## src/ept_defines.svh

```systemverilog
// constants for the encoder position teach block: offsets, fields, resets
// assumes inclusion by bare name from the store model, the top module and the bench
`ifndef EPT_DEFINES_SVH
`define EPT_DEFINES_SVH

// ============================================================
// register byte offsets
`define EPT_CTRL_OFS      8'h00
`define EPT_ORIGIN_OFS    8'h04
`define EPT_PERIOD_OFS    8'h08
`define EPT_RANGE_OFS     8'h0C
`define EPT_REF_OFS       8'h10
`define EPT_OFFSET_OFS    8'h14
`define EPT_STATUS_OFS    8'h18
`define EPT_ISTAT_OFS     8'h1C
`define EPT_IMASK_OFS     8'h20
`define EPT_POS_OFS       8'h24
`define EPT_RAW_OFS       8'h28
// ============================================================
// control fields
`define EPT_CTRL_ABS_BIT    0
`define EPT_CTRL_PER_BIT    1
`define EPT_CTRL_TEACH_BIT  2
// status fields
`define EPT_ST_REL_BIT      0
`define EPT_ST_ABS_BIT      1
`define EPT_ST_TAUGHT_BIT   2
`define EPT_ST_BUSY_BIT     3
// interrupt fields
`define EPT_IRQ_DONE_BIT    0
`define EPT_IRQ_FAIL_BIT    1
`define EPT_IRQ_OVF_BIT     2
// ============================================================
// reset values
`define EPT_CTRL_RST    32'h0000_0000
`define EPT_RANGE_RST   32'h0000_4000
`define EPT_PERIOD_RST  32'h0000_0000
// ============================================================
// timing: revalidation after a teach, longest time 1.5 s
`define EPT_REVALID_MS      1500
`define EPT_CLK_MHZ         100
`define EPT_REVALID_CYC     (`EPT_REVALID_MS * 1000 * `EPT_CLK_MHZ)
// nonvolatile store write time, a plain default
`define EPT_NV_WR_CYC       16

`endif

```

## src/ept_pkg.sv

```systemverilog
// types for the encoder position teach block
// assumes ept_defines.svh sits in the same folder
package ept_pkg;
    typedef enum logic [1:0] {
        EPT_IDLE,
        EPT_STORE,
        EPT_WAIT
    } ept_teach_state_t;
endpackage : ept_pkg

```

## src/ept_nv_store.sv

```systemverilog
// nonvolatile offset store model with a fixed write time
// assumes one write request at a time; contents survive aresetn
`timescale 1ns/1ns
`default_nettype none
`include "ept_defines.svh"
module ept_nv_store (
    // clock and reset
    input  wire logic        aclk,
    input  wire logic        aresetn,
    // write request
    input  wire logic        wr_req,
    input  wire logic [31:0] wr_data,
    // state
    output logic             wr_done,
    output logic [31:0]      rd_data,
    output logic             rd_valid
);
    logic [31:0] mem_reg;
    logic [31:0] mem_next;
    logic        vld_reg = 1'b0; // empty at power-up, kept over resets
    logic        vld_next;
    logic [4:0]  cnt_reg;
    logic [4:0]  cnt_next;
    logic        done_reg;
    logic        done_next;

    // ============================================================
    // write timer; the stored word is never reset
    always_comb begin
        mem_next  = mem_reg;
        vld_next  = vld_reg;
        cnt_next  = cnt_reg;
        done_next = 1'b0;
        if (wr_req && cnt_reg == 5'h0_0) begin
            cnt_next = 5'(`EPT_NV_WR_CYC);
            mem_next = wr_data;
        end else if (cnt_reg != 5'h0_0) begin
            cnt_next = cnt_reg - 5'h0_1;
            if (cnt_reg == 5'h0_1) begin
                vld_next  = 1'b1;
                done_next = 1'b1;
            end
        end
    end

    always_ff @(posedge aclk) begin
        mem_reg <= mem_next;
        vld_reg <= vld_next;
        if (!aresetn) begin
            cnt_reg  <= 5'h0_0;
            done_reg <= 1'b0;
        end else begin
            cnt_reg  <= cnt_next;
            done_reg <= done_next;
        end
    end

    assign wr_done  = done_reg;
    assign rd_data  = mem_reg;
    assign rd_valid = vld_reg;
endmodule : ept_nv_store
`default_nettype wire

```

## src/ept_top.sv

```systemverilog
// encoder position teach: origin, periodic wrap, overflow filter, teach
// assumes one encoder sample strobe per logic cycle, AXI4-Lite registers
// Operation
// - at periodic length the count restarts from the origin value
// - origin value shifts the absolute position, allowing negative range
// - teach rising edge computes offset to reference, writes it nonvolatile
// - teach succeeds only while relative position is valid
// - stored offset is always added, also after every restart
// - teach edge drops absolute validity; success restores within 1.5 s
// - jumps of half range or more are overflows; such samples are ignored, here only in absolute mode with relative position valid
// - configurable increment range is the wrap range for overflow
//
// The register offsets and the AXI4-Lite slave port were decided locally.
`timescale 1ns/1ns
`default_nettype none
`include "ept_defines.svh"
module ept_top
    import ept_pkg::*;
#(
    parameter int unsigned REVALID_CYC = `EPT_REVALID_CYC
) (
    // clock and reset
    input  wire logic        aclk,
    input  wire logic        aresetn,
    // axi4-lite write address
    input  wire logic [7:0]  s_axi_awaddr,
    input  wire logic        s_axi_awvalid,
    output logic             s_axi_awready,
    // axi4-lite write data
    input  wire logic [31:0] s_axi_wdata,
    input  wire logic [3:0]  s_axi_wstrb,
    input  wire logic        s_axi_wvalid,
    output logic             s_axi_wready,
    // axi4-lite write response
    output logic [1:0]       s_axi_bresp,
    output logic             s_axi_bvalid,
    input  wire logic        s_axi_bready,
    // axi4-lite read address
    input  wire logic [7:0]  s_axi_araddr,
    input  wire logic        s_axi_arvalid,
    output logic             s_axi_arready,
    // axi4-lite read data
    output logic [31:0]      s_axi_rdata,
    output logic [1:0]       s_axi_rresp,
    output logic             s_axi_rvalid,
    input  wire logic        s_axi_rready,
    // encoder sample
    input  wire logic [31:0] enc_pos,
    input  wire logic        enc_strobe,
    input  wire logic        enc_ok,
    input  wire logic        teach_in,
    // motion output
    output logic [31:0]      motion_pos,
    output logic             motion_rel_valid,
    output logic             motion_abs_valid,
    output logic             irq
);
    // ============================================================
    // registers
    logic [31:0] ctrl_reg, ctrl_next, origin_reg, origin_next;
    logic [31:0] period_reg, period_next, range_reg, range_next;
    logic [31:0] ref_reg, ref_next, istat_reg, istat_next;
    logic [31:0] imask_reg, imask_next;
    logic [31:0] raw_reg, raw_next, last_reg, last_next;
    logic [31:0] pos_reg, pos_next, offset_reg, offset_next;
    logic        rel_reg, rel_next, abs_reg, abs_next;
    logic        teach_d_reg, sw_teach_reg, sw_teach_next;
    logic        irq_reg, irq_next;
    ept_teach_state_t st_reg, st_next;
    logic [31:0] tmr_reg, tmr_next;
    // bus registers
    logic        awr_reg, awr_next, wr_reg, wr_next, bv_reg, bv_next;
    logic        arr_reg, arr_next, rv_reg, rv_next;
    logic [1:0]  bresp_reg, bresp_next, rresp_reg, rresp_next;
    logic [31:0] rdata_reg, rdata_next;
    // nv store
    logic        nv_req, nv_done, nv_vld;
    logic [31:0] nv_data;

    ept_nv_store u_nv (
        .aclk     (aclk),
        .aresetn  (aresetn),
        .wr_req   (nv_req),
        .wr_data  (offset_reg),
        .wr_done  (nv_done),
        .rd_data  (nv_data),
        .rd_valid (nv_vld)
    );

    // decode shared by read and write paths
    function automatic logic known_addr(input logic [7:0] a);
        known_addr = (a[1:0] == 2'h0) && (a <= `EPT_RAW_OFS);
    endfunction : known_addr

    // ============================================================
    // position path
    logic [31:0] diff, half, wrapped, shifted, span;
    logic        jump, teach_edge, start_teach;
    always_comb begin
        diff    = enc_pos - last_reg;
        half    = {1'b0, range_reg[31:1]};
        // distance modulo 2^32, either direction
        if (diff[31]) diff = 32'h0000_0000 - diff;
        jump    = ctrl_reg[`EPT_CTRL_ABS_BIT] && (diff >= half);
        // raw plus stored offset
        shifted = enc_pos + offset_reg;
        span    = period_reg;
        wrapped = shifted;
        if (ctrl_reg[`EPT_CTRL_PER_BIT] && span != 32'h0000_0000) begin
            wrapped = shifted % span;
        end
        wrapped = wrapped + origin_reg;
    end

    // teach edge from pin or software pulse
    assign teach_edge  = (teach_in && !teach_d_reg) || sw_teach_reg;
    assign start_teach = teach_edge && st_reg == EPT_IDLE;
    assign nv_req      = st_reg == EPT_STORE;

    // ============================================================
    // datapath and teach sequencing
    always_comb begin
        raw_next    = raw_reg;
        last_next   = last_reg;
        pos_next    = pos_reg;
        rel_next    = rel_reg;
        abs_next    = abs_reg;
        offset_next = offset_reg;
        st_next     = st_reg;
        tmr_next    = tmr_reg;
        istat_next  = 32'h0000_0000;
        if (enc_strobe) begin
            if (!enc_ok) begin
                rel_next = 1'b0;
            end else if (jump && rel_reg) begin
                istat_next[`EPT_IRQ_OVF_BIT] = 1'b1;
            end else begin
                raw_next  = enc_pos;
                last_next = enc_pos;
                pos_next  = wrapped;
                rel_next  = 1'b1;
                abs_next  = abs_reg || (st_reg == EPT_IDLE && nv_vld
                            && ctrl_reg[`EPT_CTRL_ABS_BIT]);
            end
        end
        case (st_reg)
            EPT_IDLE: begin
                if (start_teach) begin
                    abs_next = 1'b0;
                    if (rel_reg) begin
                        offset_next = ref_reg - raw_reg;
                        st_next     = EPT_STORE;
                        tmr_next    = 32'(REVALID_CYC);
                    end else begin
                        istat_next[`EPT_IRQ_FAIL_BIT] = 1'b1;
                    end
                end
            end
            EPT_STORE: st_next = EPT_WAIT;
            EPT_WAIT: begin
                tmr_next = tmr_reg - 32'h0000_0001;
                if (nv_done) begin
                    abs_next = 1'b1;
                    st_next  = EPT_IDLE;
                    istat_next[`EPT_IRQ_DONE_BIT] = 1'b1;
                end else if (tmr_reg == 32'h0000_0001) begin
                    st_next  = EPT_IDLE;
                    istat_next[`EPT_IRQ_FAIL_BIT] = 1'b1;
                end
            end
            default: st_next = EPT_IDLE;
        endcase
        // reload stored offset after restart
        if (st_reg == EPT_IDLE && !start_teach && nv_vld) begin
            offset_next = nv_data;
        end
    end

    // ============================================================
    // axi4-lite slave: one write and one read in flight
    logic do_wr, do_rd;
    assign do_wr = awr_reg && wr_reg && !bv_reg;
    assign do_rd = arr_reg && !rv_reg;
    always_comb begin
        awr_next = awr_reg; wr_next = wr_reg; bv_next = bv_reg;
        arr_next = arr_reg; rv_next = rv_reg;
        bresp_next = bresp_reg; rresp_next = rresp_reg; rdata_next = rdata_reg;
        ctrl_next = ctrl_reg; origin_next = origin_reg;
        period_next = period_reg; range_next = range_reg;
        ref_next = ref_reg; imask_next = imask_reg; sw_teach_next = 1'b0;
        // readies rise together once both valids stand
        if (s_axi_awvalid && s_axi_wvalid && !awr_reg && !bv_reg) begin
            awr_next = 1'b1;
            wr_next  = 1'b1;
        end
        if (awr_reg) awr_next = 1'b0;
        if (wr_reg) wr_next = 1'b0;
        if (bv_reg && s_axi_bready) bv_next = 1'b0;
        if (s_axi_awvalid && s_axi_wvalid && awr_reg && wr_reg) begin
            bv_next    = 1'b1;
            bresp_next = known_addr(s_axi_awaddr) ? 2'b00 : 2'b10;
            case (s_axi_awaddr)
                `EPT_CTRL_OFS: begin
                    ctrl_next     = s_axi_wdata & 32'h0000_0003;
                    sw_teach_next = s_axi_wdata[`EPT_CTRL_TEACH_BIT];
                end
                `EPT_ORIGIN_OFS: origin_next = s_axi_wdata;
                `EPT_PERIOD_OFS: period_next = s_axi_wdata;
                `EPT_RANGE_OFS:  range_next  = s_axi_wdata;
                `EPT_REF_OFS:    ref_next    = s_axi_wdata;
                `EPT_IMASK_OFS:  imask_next  = s_axi_wdata & 32'h0000_0007;
                default: ;
            endcase
        end
        // read
        if (s_axi_arvalid && !arr_reg && !rv_reg) arr_next = 1'b1;
        if (arr_reg) arr_next = 1'b0;
        if (rv_reg && s_axi_rready) rv_next = 1'b0;
        if (s_axi_arvalid && arr_reg && !rv_reg) begin
            rv_next    = 1'b1;
            rresp_next = known_addr(s_axi_araddr) ? 2'b00 : 2'b10;
            case (s_axi_araddr)
                `EPT_CTRL_OFS:   rdata_next = ctrl_reg;
                `EPT_ORIGIN_OFS: rdata_next = origin_reg;
                `EPT_PERIOD_OFS: rdata_next = period_reg;
                `EPT_RANGE_OFS:  rdata_next = range_reg;
                `EPT_REF_OFS:    rdata_next = ref_reg;
                `EPT_OFFSET_OFS: rdata_next = offset_reg;
                `EPT_STATUS_OFS: rdata_next = {28'h000_0000,
                    st_reg != EPT_IDLE, nv_vld, abs_reg, rel_reg};
                `EPT_ISTAT_OFS:  rdata_next = istat_reg;
                `EPT_IMASK_OFS:  rdata_next = imask_reg;
                `EPT_POS_OFS:    rdata_next = pos_reg;
                `EPT_RAW_OFS:    rdata_next = raw_reg;
                default:         rdata_next = 32'h0000_0000;
            endcase
        end
    end

    // write-one-to-clear; a same-cycle hardware set wins
    logic [31:0] istat_final;
    always_comb begin
        istat_final = istat_reg;
        if (s_axi_awvalid && s_axi_wvalid && awr_reg && wr_reg
            && s_axi_awaddr == `EPT_ISTAT_OFS) begin
            istat_final = istat_reg & ~s_axi_wdata;
        end
        istat_final = istat_final | istat_next;
        irq_next    = |(istat_final & imask_next);
    end

    // ============================================================
    // registering
    always_ff @(posedge aclk) begin
        if (!aresetn) begin
            ctrl_reg <= `EPT_CTRL_RST; origin_reg <= 32'h0000_0000;
            period_reg <= `EPT_PERIOD_RST; range_reg <= `EPT_RANGE_RST;
            ref_reg <= 32'h0000_0000; imask_reg <= 32'h0000_0000;
            istat_reg <= 32'h0000_0000; irq_reg <= 1'b0;
            raw_reg <= 32'h0000_0000; last_reg <= 32'h0000_0000;
            pos_reg <= 32'h0000_0000; offset_reg <= 32'h0000_0000;
            rel_reg <= 1'b0; abs_reg <= 1'b0; teach_d_reg <= 1'b0;
            sw_teach_reg <= 1'b0; st_reg <= EPT_IDLE; tmr_reg <= 32'h0000_0000;
            awr_reg <= 1'b0; wr_reg <= 1'b0; bv_reg <= 1'b0;
            arr_reg <= 1'b0; rv_reg <= 1'b0; bresp_reg <= 2'b00;
            rresp_reg <= 2'b00; rdata_reg <= 32'h0000_0000;
        end else begin
            ctrl_reg <= ctrl_next; origin_reg <= origin_next;
            period_reg <= period_next; range_reg <= range_next;
            ref_reg <= ref_next; imask_reg <= imask_next;
            istat_reg <= istat_final; irq_reg <= irq_next;
            raw_reg <= raw_next; last_reg <= last_next;
            pos_reg <= pos_next; offset_reg <= offset_next;
            rel_reg <= rel_next; abs_reg <= abs_next;
            teach_d_reg <= teach_in; sw_teach_reg <= sw_teach_next;
            st_reg <= st_next; tmr_reg <= tmr_next;
            awr_reg <= awr_next; wr_reg <= wr_next; bv_reg <= bv_next;
            arr_reg <= arr_next; rv_reg <= rv_next; bresp_reg <= bresp_next;
            rresp_reg <= rresp_next; rdata_reg <= rdata_next;
        end
    end

    // outputs straight from flip-flops
    assign s_axi_awready    = awr_reg;
    assign s_axi_wready     = wr_reg;
    assign s_axi_bvalid     = bv_reg;
    assign s_axi_bresp      = bresp_reg;
    assign s_axi_arready    = arr_reg;
    assign s_axi_rvalid     = rv_reg;
    assign s_axi_rresp      = rresp_reg;
    assign s_axi_rdata      = rdata_reg;
    assign motion_pos       = pos_reg;
    assign motion_rel_valid = rel_reg;
    assign motion_abs_valid = abs_reg;
    assign irq              = irq_reg;
endmodule : ept_top
`default_nettype wire

```

## config.mk

```make
export PLATFORM = sky130hd
export DESIGN_NAME = ept_top
export DESIGN_NICKNAME = d
export VERILOG_FILES = /design/src/ept_pkg.sv /design/src/ept_nv_store.sv /design/src/ept_top.sv
export VERILOG_INCLUDE_DIRS = /design/src
export SDC_FILE = /design/constraint.sdc
export NUM_CORES = 2
export LEC_CHECK = 0
export ABC_AREA = 1
export BUFFER_PORTS_ARGS = -buffer_cell sky130_fd_sc_hd__buf_2
export CORE_MARGIN = 8
export CORE_UTILIZATION = 44
export DETAILED_ROUTE_END_ITERATION = 10
export PLACE_DENSITY = 0.59
export SETUP_SLACK_MARGIN = 0.5
export SYNTH_ARGS = -nofsm -noshare
export SYNTH_HDL_FRONTEND = slang
export SYNTH_HIERARCHICAL = 1
export SYNTH_SLANG_ARGS = --single-unit
```

## constraint.sdc

```tcl
create_clock -name aclk -period 121.5 [get_ports aclk]
set_input_delay 18.225 -clock aclk [delete_from_list [all_inputs] [get_ports aclk]]
set_output_delay 18.225 -clock aclk [all_outputs]
set_load 0.005 [all_outputs]
```

==> reports/metrics.yaml <==
slowest_stage: "xnor2_1"
finalHoldViolCount: 0
status: "complete, no violations"
antenna_found_initial: 21
die_area_um2: 134000
grt_max_degree: 104
min-delay-start: "s_axi_arready$_SDFF_PP0_"
cts.sinks: 406
arrival_ns: 111.67
viasPerCell: 5.48
post_cts_buffers: 0
max_freq_mhz: 9.00
hold_path.class: "flip-flop to flip-flop"
cts_max_path_buffers: 3
synthCells: 8335
ys_ff_latch: 406
ant_nets: 0
yosys_warnings: 6
vias: 55300
rows: 128
nets: 9206
track_usage_pct: 27.9
synth_enable_flop_cells: 32
drtIter0Drc: 4583
tightest_slew_ns: 1.19
fill_cells: 12800
routedWlPerCell_um: 19.2
insertion_delay_ns: 0.62
synthArstFlopShare_pct: 0
synth.cell_area_um2: 53700
critPathLaunchType: "input pin"
final_common_cell: "nand2_1"
rsz0062_at_grt: "no"
port_buffers: 163
period_needed_ns: 111.14
grt_pass1_wl_um: 294000
dp_hpwl_um: 154000
die_w_um: 365
root_buffer: "clkbuf_16"
die_h_um: 365
cap_violations: 0
gp_congestion: 0.962
slowest_delay_ns: 0.83
cts_tree: "done"
start_util_pct: 44.2
drc: 0
routed_wl_um: 194000
register_area_um2: 8450
cts.clk_slew.worst_paths_ns: 0.06
multi_input_comb_area_um2: 38800
first_pass_iters: 6
end_kind: "flip-flop"
slew_headroom_pct: 19.8
crit_start: "enc_pos[5]"
crit_top_cell: "nand2_1"
pin_count: 170
ff2ff_setup_slack_ns: 27.63
numCtsBuffers: 49
avgSynthCellArea_um2: 6.45
regToRegStartpoint: "offset_reg[5]$_SDFFE_PN0P_"
cp.required_ns: 122.03
drive_above_1_share_pct: 9.43
critPathMaxFanout: 38
synth.distinct_cells: 93
slew_violations: 0
synth_flop_cell: "dfxtp_1"
grt.overflow.total: 0
coreArea_um2: 122000
grt_pass1_vias: 51000
holdPathStages: 1
period_share_pct: 91.5
seq_area_frac_synth_pct: 15.7
finalSetupTns_ns: 0
setup_viol: 0
final_cell_mix: "1,736 x nand2_1, 1,281 x inv_1, 814 x a21oi_1"
critPathKind: "input pin to flip-flop"
clock_skew_ns: 0.0235
ctsHtreeMaxLevel: 2
reg2reg_depth: 576
syn2layout_area_growth_pct: 7.37
synth_stat cells, types with 123 or more instances:
| cell | instances | share of area (%) |
|---|---|---|
| dfxtp_1 | 374 | 14 |
| nand3_1 | 260 | 2.4 |
| o21ai_0 | 527 | 4.9 |
| xor2_1 | 330 | 5.4 |
| clkbuf_1 | 123 | 0.86 |
| a21oi_1 | 815 | 7.6 |
| xnor2_1 | 164 | 2.7 |
| nand2_1 | 1740 | 12 |
| nor3_1 | 132 | 1.2 |
| nor2_1 | 585 | 4.1 |
| ha_1 | 693 | 16 |
| inv_1 | 1286 | 9.0 |
| o21ai_1 | 127 | 1.2 |
logic make-up after synthesis:
logic type / share of synthesized area, %
xor+xnor: 8.05
buf+inv: 12.1
fa+ha+maj: 16.3
simple gates: 24.0
mux: 0.200
other cells: 0.0140
compound gates: 23.6
flops: 15.7
layer usage:
layer	GRT usage [%]	wire [um]	vias up	share of wire, %
met5	0	95	-	0.049
li1	-	-	27900	-
met1	38.1	88500	25400	46
met3	4.76	15100	316	7.8
met4	9.78	7560	14	3.9
met2	44.1	82500	1724	43
final cells by class:
type                       count  area share, %
multi-input combinational   6340           67.3
clock buffer                  61           2.40
clock inverter                30          0.655
inverter                    1382           9.06
antenna                       10         0.0434
tap                         1625           3.52
sequential                   406           14.6
timing repair inverter         1        0.00867
timing repair buffer         234           2.34
timing repair:
item	in CTS	in global routing
endpoints found under the setup margin	0	11
resized for setup	0	6
hold buffers	0	0
path summary, 6_finish.rpt:
check	end
worst max register to register	motion_pos[28]$_SDFFE_PN0P_
worst min-delay path	s_axi_arready$_SDFF_PP0_
worst max-delay path	motion_pos[28]$_SDFFE_PN0P_
worst min register to register	s_axi_arready$_SDFF_PP0_
critical path, delay by kind of cell:
family / cells / cell delay [ns]
compound gates: 224 / 42.19
simple gates: 226 / 27.07
buf+inv: 91 / 11.89
fa+ha+maj: 33 / 10.86
xor+xnor: 3 / 1.15
metrics by stage:
step	instances	area (um^2)	worst slack, ns	hold WS [ns]	utilization [%]
finish	10100	57700	10.36	0.449	47.5
floorplan	8336	53700	31.90	0.423	-
global route	10100	57700	0.762	0.474	47.4
CTS	10100	57600	9.92	0.452	47.4
global placement	9987	55900	10.70	0.435	46.0
detailed placement	9987	55900	9.61	0.441	46.0
Power is left out: the tool's default activity adds up to more than one toggle a clock period on the data nets, which glitch-free logic cannot reach.
